**src/rfsup_pkg.sv**
```systemverilog
/*
 * Shared constants and types of the radio supervisor and fault reporter.
 * Assumes a single 10 MHz clock; command codes are local encodings that an
 * upstream command parser produces from the host's text commands.
 */
package rfsup_pkg;
    // ****************************************
    // Timing
    // ****************************************
    localparam int CLK_MHZ = 10;
    localparam int ACK_TIMEOUT_US = 10;
    localparam int INIT_TIMEOUT_US = 100;
    localparam int ACK_TIMEOUT_CYC = ACK_TIMEOUT_US * CLK_MHZ;
    localparam int INIT_TIMEOUT_CYC = INIT_TIMEOUT_US * CLK_MHZ;
    // ****************************************
    // Command codes and status values
    // ****************************************
    localparam logic [7:0] CMD_RF_OFF = 8'h40;
    localparam logic [7:0] CMD_RF_ON = 8'h41;
    localparam logic [7:0] CMD_FREQ_SET = 8'h47;
    localparam logic [7:0] CMD_RF_STATUS = 8'h27;
    localparam logic [7:0] CMD_EXT_TAG_ON = 8'h89;
    localparam logic [7:0] CMD_EXT_TAG_OFF = 8'h88;
    localparam logic [7:0] CMD_DIAG = 8'h50;
    localparam logic [7:0] CMD_PARAM_UPDATE = 8'h44;
    localparam logic [7:0] RF_STATUS_EXPECTED = 8'h00;
    localparam logic [7:0] DATA_NONE = 8'h00;
    localparam int NUM_KINDS = 10;
    // ****************************************
    // Types
    // ****************************************
    // Lower code wins when several messages wait.
    typedef enum logic [3:0] {
        K_PLL_UNLOCK = 4'h0,
        K_PARAM_LOST = 4'h1,
        K_PLL_RELOCK = 4'h2,
        K_ERROR = 4'h3,
        K_DONE = 4'h4,
        K_RF_STATUS = 4'h5,
        K_WIEGAND = 4'h6,
        K_ACK_MISSING = 4'h7,
        K_INIT_TIMEOUT = 4'h8,
        K_BAD_STATUS = 4'h9
    } rfsup_kind_type;
    typedef enum logic [1:0] {
        ST_RUN = 2'b00,
        ST_UNLOCK = 2'b01,
        ST_NV_HOLD = 2'b10
    } rfsup_state_type;
    typedef struct packed {
        logic valid;
        logic [7:0] code;
        logic args_ok;
        logic diag_pass;
    } rfsup_cmd_type;
    typedef struct packed {
        rfsup_kind_type kind;
        logic [7:0] data;
    } rfsup_msg_type;
endpackage

```
**src/rfsup_sync.sv**
```systemverilog
/*
 * Two-flop synchroniser for a bundle of level inputs.
 * Assumes each bit is a slow level from a pin, not a bus needing coherence.
 */
`timescale 1ns/100ps
module rfsup_sync #(
    parameter int WIDTH = 4
) (
    // Clock and reset
    input wire logic clk,
    input wire logic rst_n,
    // Levels
    input wire logic [WIDTH-1:0] d,
    output logic [WIDTH-1:0] q
);
    logic [WIDTH-1:0] meta_ff;
    logic [WIDTH-1:0] q_ff;

    always_ff @(posedge clk or negedge rst_n)
    begin
        if (!rst_n)
        begin
            meta_ff <= '0;
            q_ff <= '0;
        end
        else
        begin
            meta_ff <= d;
            q_ff <= meta_ff;
        end
    end
    assign q = q_ff;
endmodule

```
**src/rfsup_watchdog.sv**
```systemverilog
/*
 * Handshake watchdog: armed by start, disarmed by done, and pulses expired
 * when done has not come within CYCLES clocks. Assumes same-clock inputs.
 */
`timescale 1ns/100ps
module rfsup_watchdog #(
    parameter int CYCLES = 100
) (
    // Clock and reset
    input wire logic clk,
    input wire logic rst_n,
    // Handshake
    input wire logic start,
    input wire logic done,
    output logic expired
);
    localparam int W = $clog2(CYCLES + 1);
    logic [W-1:0] cnt_ff;
    logic armed_ff;
    logic expired_ff;
    wire at_end = armed_ff && (cnt_ff == W'(CYCLES - 1));

    always_ff @(posedge clk or negedge rst_n)
    begin
        if (!rst_n)
        begin
            cnt_ff <= '0;
            armed_ff <= 1'b0;
            expired_ff <= 1'b0;
        end
        else
        begin
            expired_ff <= at_end && !done && !start;
            cnt_ff <= (start || !armed_ff) ? '0 : cnt_ff + 1'b1;
            armed_ff <= start || (armed_ff && !done && !at_end);
        end
    end
    assign expired = expired_ff;
endmodule

```
**src/rfsup_top.sv**
```systemverilog
/*
 * Radio supervisor and fault reporter: checks host commands, gates RF on
 * parameter loss and on a PLL unlock seen in ST_RUN, watches RF module handshakes, and queues
 * one message at a time towards the host link.
 * Assumes an upstream parser feeding decoded commands and a downstream
 * serialiser taking messages, both on clk; RF module flags arrive on pins.
 */
`timescale 1ns/100ps
// Notes on behaviour
// Unknown command or bad arguments answers with an error message.
// Failed diagnostic self-test answers with an error, not a pass.
// Lost parameters report an error and hold RF off until frequency set.
// PLL unlock reports an error, disables RF and resets the PLL; only a lock_fall in ST_RUN does so, without a coinciding nv_rise.
// On relock report notice once after unlock; restore previous RF state.
// Wiegand tag in ID-only mode reports conflict; extended mode allows it.
// Missing acknowledge after parameter update raises a warning.
// Missing init-done from the RF module raises a warning.
// Unexpected RF status raises a warning carrying the status byte.
// RF status query answers whether RF output is on or off.
// Warnings never latch a fault; each occurrence after its flag clears is reported. Repeats while the flag is pending merge into one message.
module rfsup_top (
    // Clock and reset
    input wire logic clk,
    input wire logic rst_n,
    // Decoded host commands
    input wire rfsup_pkg::rfsup_cmd_type cmd,
    output logic cmd_ready,
    // Messages to the host
    output logic msg_valid,
    output rfsup_pkg::rfsup_msg_type msg,
    input wire logic msg_ready,
    // RF module pins
    input wire logic nv_lost_pin,
    input wire logic pll_lock_pin,
    input wire logic rf_ack_pin,
    input wire logic rf_init_done_pin,
    // RF status reads
    input wire logic rf_stat_valid,
    input wire logic [7:0] rf_stat_byte,
    // Tag reads
    input wire logic tag_valid,
    input wire logic tag_wiegand,
    input wire logic wiegand_out_sel,
    // RF control
    output logic rf_enable,
    output logic pll_reset,
    output logic extended_tag_mode
);
    import rfsup_pkg::*;

    // ****************************************
    // Synchronised pins and edges
    // ****************************************
    logic [3:0] pins_s;
    logic nv_s_d_ff;
    logic lock_s_d_ff;
    logic ack_s_d_ff;
    rfsup_sync #(.WIDTH(4)) u_sync (
        .clk(clk),
        .rst_n(rst_n),
        .d({nv_lost_pin, pll_lock_pin, rf_ack_pin, rf_init_done_pin}),
        .q(pins_s)
    );
    wire nv_s = pins_s[3];
    wire lock_s = pins_s[2];
    wire ack_s = pins_s[1];
    wire init_s = pins_s[0];
    wire nv_rise = nv_s && !nv_s_d_ff;
    wire lock_fall = lock_s_d_ff && !lock_s;
    wire ack_rise = ack_s && !ack_s_d_ff;

    // ****************************************
    // Command decode
    // ****************************************
    function automatic logic is_known(input logic [7:0] c);
        is_known = (c == CMD_RF_OFF) || (c == CMD_RF_ON) ||
            (c == CMD_FREQ_SET) || (c == CMD_RF_STATUS) ||
            (c == CMD_EXT_TAG_ON) || (c == CMD_EXT_TAG_OFF) ||
            (c == CMD_DIAG) || (c == CMD_PARAM_UPDATE);
    endfunction

    function automatic logic [3:0] pick_first(input logic [NUM_KINDS-1:0] p);
        pick_first = 4'h0;
        for (int i = NUM_KINDS - 1; i >= 0; i--)
        begin
            if (p[i])
            begin
                pick_first = 4'(i);
            end
        end
    endfunction

    logic cmd_ready_ff;
    wire cmd_take = cmd.valid && cmd_ready_ff;
    wire cmd_ok = cmd_take && is_known(cmd.code) && cmd.args_ok;
    wire cmd_bad = cmd_take && !(is_known(cmd.code) && cmd.args_ok);
    wire diag_fail = cmd_ok && (cmd.code == CMD_DIAG) && !cmd.diag_pass;
    wire stat_query = cmd_ok && (cmd.code == CMD_RF_STATUS);
    wire freq_set = cmd_ok && (cmd.code == CMD_FREQ_SET);
    wire upd_cmd = cmd_ok && (cmd.code == CMD_PARAM_UPDATE);
    wire cmd_err = cmd_bad || diag_fail;
    wire cmd_done = cmd_ok && !diag_fail && !stat_query;

    // ****************************************
    // RF gating state
    // ****************************************
    rfsup_state_type state_ff;
    rfsup_state_type nxt_state;
    logic rf_want_ff;
    logic nxt_rf_want;
    logic saved_ff;
    logic ext_mode_ff;
    logic rf_enable_ff;
    logic pll_reset_ff;

    wire go_unlock = (state_ff == ST_RUN) && lock_fall && !nv_rise;
    // A parameter loss that coincides with relock wins, so no notice is
    // queued while RF stays held off.
    wire relock = (state_ff == ST_UNLOCK) && lock_s && !nv_rise;

    always_comb
    begin
        nxt_state = state_ff;
        unique case (state_ff)
            ST_RUN:
            begin
                if (nv_rise)
                begin
                    nxt_state = ST_NV_HOLD;
                end
                else if (lock_fall)
                begin
                    nxt_state = ST_UNLOCK;
                end
            end
            ST_UNLOCK:
            begin
                if (nv_rise)
                begin
                    nxt_state = ST_NV_HOLD;
                end
                else if (lock_s)
                begin
                    nxt_state = ST_RUN;
                end
            end
            ST_NV_HOLD:
            begin
                if (freq_set)
                begin
                    nxt_state = ST_RUN;
                end
            end
            default:
            begin
                nxt_state = ST_NV_HOLD;
            end
        endcase
    end

    always_comb
    begin
        nxt_rf_want = rf_want_ff;
        if (relock)
        begin
            nxt_rf_want = saved_ff;
        end
        else if (cmd_ok && (cmd.code == CMD_RF_ON))
        begin
            nxt_rf_want = 1'b1;
        end
        else if (cmd_ok && (cmd.code == CMD_RF_OFF))
        begin
            nxt_rf_want = 1'b0;
        end
    end

    // RF is gated by state, so a host RF-on during a fault cannot leak out.
    wire nxt_rf_enable = nxt_rf_want && (nxt_state == ST_RUN);

    always_ff @(posedge clk or negedge rst_n)
    begin
        if (!rst_n)
        begin
            state_ff <= ST_RUN;
            rf_want_ff <= 1'b1;
            saved_ff <= 1'b1;
            ext_mode_ff <= 1'b0;
            rf_enable_ff <= 1'b0;
            pll_reset_ff <= 1'b0;
            nv_s_d_ff <= 1'b0;
            lock_s_d_ff <= 1'b0;
            ack_s_d_ff <= 1'b0;
        end
        else
        begin
            state_ff <= nxt_state;
            rf_want_ff <= nxt_rf_want;
            saved_ff <= go_unlock ? rf_want_ff : saved_ff;
            if (cmd_ok && (cmd.code == CMD_EXT_TAG_ON))
            begin
                ext_mode_ff <= 1'b1;
            end
            else if (cmd_ok && (cmd.code == CMD_EXT_TAG_OFF))
            begin
                ext_mode_ff <= 1'b0;
            end
            rf_enable_ff <= nxt_rf_enable;
            pll_reset_ff <= (nxt_state == ST_UNLOCK);
            nv_s_d_ff <= nv_s;
            lock_s_d_ff <= lock_s;
            ack_s_d_ff <= ack_s;
        end
    end

    // ****************************************
    // RF module handshake watchdogs
    // ****************************************
    logic ack_expire;
    logic init_expire;
    logic init_start_ff;
    rfsup_watchdog #(.CYCLES(ACK_TIMEOUT_CYC)) u_ack_wd (
        .clk(clk),
        .rst_n(rst_n),
        .start(upd_cmd),
        .done(ack_rise),
        .expired(ack_expire)
    );
    // Armed after reset and again on each frequency set, which re-inits.
    rfsup_watchdog #(.CYCLES(INIT_TIMEOUT_CYC)) u_init_wd (
        .clk(clk),
        .rst_n(rst_n),
        .start(init_start_ff),
        .done(init_s),
        .expired(init_expire)
    );

    // ****************************************
    // Pending messages and output
    // ****************************************
    logic [NUM_KINDS-1:0] pend_ff;
    logic [NUM_KINDS-1:0] set_vec;
    logic [NUM_KINDS-1:0] clr_vec;
    logic [7:0] bad_byte_ff;
    logic rfst_ff;
    logic msg_valid_ff;
    rfsup_msg_type msg_ff;
    wire stat_bad = rf_stat_valid && (rf_stat_byte != RF_STATUS_EXPECTED);
    wire wieg_bad = tag_valid && tag_wiegand && wiegand_out_sel &&
        !ext_mode_ff;
    wire msg_load = !msg_valid_ff && (|pend_ff);
    wire [3:0] pick = pick_first(pend_ff);
    wire [7:0] pick_data = (pick == K_BAD_STATUS) ? bad_byte_ff :
        (pick == K_RF_STATUS) ? {7'h00, rfst_ff} : DATA_NONE;
    wire cmd_pend_next = |(((pend_ff & ~clr_vec) | set_vec) &
        ((NUM_KINDS)'(1) << K_ERROR | (NUM_KINDS)'(1) << K_DONE |
        (NUM_KINDS)'(1) << K_RF_STATUS));

    always_comb
    begin
        set_vec = '0;
        set_vec[K_ERROR] = cmd_err;
        set_vec[K_DONE] = cmd_done;
        set_vec[K_RF_STATUS] = stat_query;
        set_vec[K_PARAM_LOST] = nv_rise;
        set_vec[K_PLL_UNLOCK] = go_unlock;
        set_vec[K_PLL_RELOCK] = relock;
        set_vec[K_WIEGAND] = wieg_bad;
        set_vec[K_ACK_MISSING] = ack_expire;
        set_vec[K_INIT_TIMEOUT] = init_expire;
        set_vec[K_BAD_STATUS] = stat_bad;
        clr_vec = '0;
        clr_vec[pick] = msg_load;
    end

    always_ff @(posedge clk or negedge rst_n)
    begin
        if (!rst_n)
        begin
            pend_ff <= '0;
            bad_byte_ff <= DATA_NONE;
            rfst_ff <= 1'b0;
            msg_valid_ff <= 1'b0;
            msg_ff <= '{kind: K_DONE, data: DATA_NONE};
            cmd_ready_ff <= 1'b0;
            init_start_ff <= 1'b1;
        end
        else
        begin
            // Sending clears the flag, so no fault latches. R11
            pend_ff <= (pend_ff & ~clr_vec) | set_vec;
            bad_byte_ff <= stat_bad ? rf_stat_byte : bad_byte_ff;
            rfst_ff <= stat_query ? rf_enable_ff : rfst_ff;
            if (msg_load)
            begin
                msg_valid_ff <= 1'b1;
                msg_ff <= '{kind: rfsup_kind_type'(pick), data: pick_data};
            end
            else if (msg_ready)
            begin
                msg_valid_ff <= 1'b0;
            end
            // One command in flight until its answer has been queued out.
            cmd_ready_ff <= !cmd_pend_next;
            init_start_ff <= freq_set;
        end
    end

    assign cmd_ready = cmd_ready_ff;
    assign msg_valid = msg_valid_ff;
    assign msg = msg_ff;
    assign rf_enable = rf_enable_ff;
    assign pll_reset = pll_reset_ff;
    assign extended_tag_mode = ext_mode_ff;

    // ****************************************
    // Assertions
    // ****************************************
    bad_cmd_error_a: assert property (@(posedge clk) disable iff (!rst_n)
        cmd_take && !is_known(cmd.code) |=> pend_ff[K_ERROR] && !cmd_ready)
        else $error("Unknown command did not queue an error.");
    diag_fail_error_a: assert property (@(posedge clk)
        disable iff (!rst_n)
        cmd_take && cmd.code == CMD_DIAG && cmd.args_ok && !cmd.diag_pass
        |=> pend_ff[K_ERROR] && !pend_ff[K_DONE])
        else $error("Failed diagnostic was not answered with an error.");
    nv_hold_off_a: assert property (@(posedge clk) disable iff (!rst_n)
        state_ff == ST_RUN && nv_rise |=> pend_ff[K_PARAM_LOST]
        ##1 (!rf_enable && state_ff == ST_NV_HOLD) [*2])
        else $error("Parameter loss did not hold RF off.");
    unlock_gate_a: assert property (@(posedge clk) disable iff (!rst_n)
        go_unlock |=> pend_ff[K_PLL_UNLOCK] && !rf_enable && pll_reset)
        else $error("PLL unlock did not gate RF and reset the PLL.");
    relock_restore_a: assert property (@(posedge clk)
        disable iff (!rst_n)
        relock |=> pend_ff[K_PLL_RELOCK] && !pll_reset &&
        rf_enable == $past(saved_ff))
        else $error("Relock did not restore the RF state.");
    relock_after_unlock_a: assert property (@(posedge clk)
        disable iff (!rst_n)
        $rose(pend_ff[K_PLL_RELOCK]) |-> $past(state_ff) == ST_UNLOCK)
        else $error("Relock notice without a prior unlock.");
    wiegand_conflict_a: assert property (@(posedge clk)
        disable iff (!rst_n)
        tag_valid && tag_wiegand && wiegand_out_sel && !extended_tag_mode
        |=> pend_ff[K_WIEGAND])
        else $error("Wiegand conflict not reported.");
    ack_warning_a: assert property (@(posedge clk) disable iff (!rst_n)
        ack_expire |-> $past(upd_cmd, ACK_TIMEOUT_CYC + 1)
        ##1 pend_ff[K_ACK_MISSING])
        else $error("Missing acknowledge not reported.");
    init_warning_a: assert property (@(posedge clk) disable iff (!rst_n)
        init_expire |=> pend_ff[K_INIT_TIMEOUT])
        else $error("Init timeout not reported.");
    bad_status_byte_a: assert property (@(posedge clk)
        disable iff (!rst_n)
        stat_bad |=> pend_ff[K_BAD_STATUS] &&
        bad_byte_ff == $past(rf_stat_byte))
        else $error("Bad status warning lost its byte.");
    status_reply_a: assert property (@(posedge clk)
        disable iff (!rst_n)
        stat_query |=> pend_ff[K_RF_STATUS] && rfst_ff == $past(rf_enable))
        else $error("RF status reply does not match RF output.");
    warn_release_a: assert property (@(posedge clk)
        disable iff (!rst_n)
        msg_load && pick == K_ACK_MISSING && !ack_expire
        |=> !pend_ff[K_ACK_MISSING] && msg.kind == K_ACK_MISSING)
        else $error("Sent warning stayed latched.");
endmodule

```
**config.mk**
```make
export PLATFORM = sky130hd
export DESIGN_NAME = rfsup_top
export DESIGN_NICKNAME = d
export VERILOG_FILES = /design/src/rfsup_pkg.sv /design/src/rfsup_sync.sv /design/src/rfsup_watchdog.sv /design/src/rfsup_top.sv
export SDC_FILE = /design/constraint.sdc
export NUM_CORES = 1
export LEC_CHECK = 0
export CORE_ASPECT_RATIO = 2
export CORE_MARGIN = 2
export CORE_UTILIZATION = 54
export CTS_CLUSTER_SIZE = 30
export DETAILED_ROUTE_END_ITERATION = 6
export DONT_BUFFER_PORTS = 1
export PLACE_DENSITY = 0.75
export SYNTH_ARGS = -nofsm -noshare
export SYNTH_HDL_FRONTEND = slang
export SYNTH_SLANG_ARGS = --single-unit
```
**constraint.sdc**
```tcl
create_clock -name clk -period 1.7 [get_ports clk]
set_clock_uncertainty 0.2 [all_clocks]
set_input_delay 0.34 -clock clk [delete_from_list [all_inputs] [get_ports clk]]
set_output_delay 0.34 -clock clk [all_outputs]
set_load 0.005 [all_outputs]
```
==> flow_metrics.py <==
metrics = {
    "timing": {
        "grt_setup_unrepaired": "yes",
        "tightest_slew_ns": 0.520,
        "slew-limit-headroom": 0.650,
        "clock.fmax_mhz": 530,
        "drv_slew": 0,
        "period_needed_ns": 1.89,
        "finalCritPeriodShare": 1.11,
        "setup_violations": 17,
        "setup_slack_ns": -0.186,
        "finalHoldWorstSlack_ns": -0.515,
        "hold_viol_final": 73,
    },
    "global_routing": {
        "grt_use_met3": 0.0642,
        "grt_util_met2": 0.390,
        "grt_use_total": 0.235,
        "use_met1": 0.256,
        "top_usage_layer": "met2",
        "antenna_found_initial": 0,
        "gr-total-overflow": 0,
        "first_global_vias": 2447,
        "grt_first_pass_wirelength_um": 11300,
        "grt_max_degree": 74,
    },
    "detailed_routing": {
        "routed_wirelength_um": 7220,
        "via_per_inst": 5.85,
        "vias": 2391,
        "drc_errors": 0,
        "routedWlPerCell_um": 17.7,
        "first_pass_iters": 5,
        "ant_nets": 0,
        "first_iter_violations": 95,
    },
    "layout": {
        "layout.nets": 376,
        "regArea_um2": 1830,
        "syn_to_final_growth_pct": 29.1,
        "final_common_cell": "dfrtp_1",
        "final_cell_mix": "dfrtp_1, nand2_1, nor2_1, buf_4, dlygate4sd3_1",
        "nFillCells": 364,
        "multi_input_area_um2": 1350,
        "antenna_cells": 0,
        "final-instance-count-excl-fill": 409,
        "drive_above_1_share": 0.249,
    },
    "placed_design": {
        "gp_congestion": 0.882,
        "io_buffers": 0,
        "dp.cells": 362,
        "hpwl_um": 4510,
        "dpl_worst_slack_ns": -0.134,
    },
    "synth": {
        "synth.avg_cell_area_um2": 10.9,
        "syn_nets": 314,
        "synth_top_family_by_area": "simple AND/OR/NAND/NOR gates",
        "ys_seq_area_frac": 0.595,
        "yosys_most_used_dff": "dfrtp_1",
        "yosysWarnings": 0,
        "synth_cells": 282,
        "synth_area_um2": 3080,
        "yosys.area_share.xor_xnor": 0.0399,
        "synthSimpleGateAreaFrac": 0.227,
        "netlist-cell-type-count": 49,
        "synth-edff-count": 0,
        "synth_seq_cells": 73,
        "synthArstFlopShare": 1.00,
        "synthMuxAreaShare": 0.0183,
        "synth_compound_area_frac": 0.0980,
        "synthAdderAreaFrac": 0.00813,
    },
    "clocking": {
        "cts_tree": "built",
        "clock_latency_ns": 0.35,
        "clk_pin_slew_worst_paths_ns": 0.08,
        "cts_sinks": 73,
        "root_buffer": "clkbuf_8",
        "clk_path_buf_depth": 2,
        "cts_inserted_buffers": 9,
        "hold_buffers": 27,
        "htreeDepth": 3,
    },
    "critical_path": {
        "path_buf_inv": 0,
        "arrival_ns": 1.97,
        "start_kind": "register",
        "end_kind": "register",
        "path_class": "register to register",
        "crit_chain": "or3_4 -> nor3_4 -> nand3b_1 -> nor2_4 -> a22o_1",
        "worst_path_dominant_cell_family": "simple AND/OR/NAND/NOR gates",
        "required_ns": 1.79,
        "worstPathMaxFanout": 8,
        "slowest_delay_ns": 0.43,
        "critPathSlowestCell": "or3_4",
    },
    "power_and_ir_drop": {
        "ir_drop_mv": 1.03,
        "p_leak_nw": 1.75,
        "p_total_mw": 4.29,
        "power_density_nw_per_um2": 1080,
    },
    "floorplan": {
        "rows": 38,
        "fp.coreArea_um2": 5470,
        "io_pins": 47,
        "start_util": 0.563,
        "fp.dieH_um": 111,
        "dieArea_um2": 6350,
        "dieWidth_um": 57.4,
    },
    "status": {
        "violations": "negative hold slack, negative setup slack",
        "status": "finished, violations left",
    },
    "run": {
        "drv_cap": 0,
    },
    "worst_hold_path": {
        "hp-class": "primary input to asynchronous set/reset pin",
    },
}
==> power breakdown <==
group	leakage (nW)	internal, mW	switching, mW
clock network	0.0953	0.713	0.637
logic	0.721	0.472	0.451
registers	0.936	1.88	0.138
total	1.75	3.07	1.23
==> path summary, 6_finish.rpt <==
path | from | to | slack, ns | depth (start not counted)
setup / recovery | pend_ff[1] | msg[2] | -0.19 | 5
hold / removal | rst_n | bad_byte_ff[5] | -0.52 | 0
min in group clk | cmd[1] | cmd_ready | 0.04 | 3
hold reg to reg | u_sync.meta_ff[2] | u_sync.q[2] | 0.15 | 0
setup reg to reg | pend_ff[1] | msg[2] | -0.19 | 5
max in group asynchronous | rst_n | rf_want_ff | 1.62 | 0
==> final cells by class <==
type / count / area share
timing repair buffer: 56 / 0.126
clock inverter: 5 / 0.0139
tap: 60 / 0.0189
inverter: 5 / 0.00473
clock buffer: 11 / 0.0356
multi-input combinational: 199 / 0.339
sequential: 73 / 0.462
==> Yosys cell counts (4+ instances only) <==
cell type,n,share of area
a22o_1,7,0.020
nor2_1,30,0.037
xor2_1,5,0.014
dfstp_2,4,0.034
o21ai_0,10,0.016
nand2b_1,7,0.014
nand2_1,47,0.057
and3_1,8,0.016
nor3_1,5,0.0081
inv_1,5,0.0061
nand3_1,9,0.015
mux2_2,4,0.015
dfrtp_1,69,0.56
xnor2_1,9,0.026
==> worst register-to-register path, stage by stage, from the launching register on <==
cell and delay [ns]:
dfrtp_1 0.38, or3_4 0.43, nor3_4 0.13, nand3b_1 0.20
nor2_4 0.28, a22o_1 0.21
==> flip-flops by register name, indices dropped and copies added (netlist names), 2 cells and up <==
name	cells
msg	12
bad_byte_ff	8
u_ack_wd.cnt_ff	7
pend_ff	10
u_sync.q	4
state_ff	2
u_init_wd.cnt_ff	10
u_sync.meta_ff	4
==> per-layer routing <==
layer / share of wire / vias up / wire, um
li1: - / 1108 / -
met1: 0.37 / 1171 / 2680
met2: 0.53 / 87 / 3830
met3: 0.052 / 25 / 378
met4: 0.046 / 0 / 334
met5: 0 / - / 0
==> kinds of logic after synthesis <==
group           count (synthesis)
simple gates                  137
flops                          73
compound gates                 41
xor+xnor                       14
buf+inv                        10
mux                             5
fa+ha+maj                       2
==> through the flow <==
stage	util	setup TNS (ns)	instance area, um2
2_1_floorplan	-	-0.127	3090
4_1_cts	0.704	-1.49	3850
6_report	0.726	-1.85	3970
3_3_place_gp	0.611	-0.966	3340
5_1_grt	0.726	-4.08	3970
3_5_place_dp	0.611	-1.80	3340
==> repair_timing <==
item,CTS,global route
pin swaps,2,17
gates resized for setup,12,20
endpoints found under the hold margin,90,73
endpoints found under the setup margin,22,23
setup buffers,1,5
No activity file was read; power rests on OpenSTA's default activity.
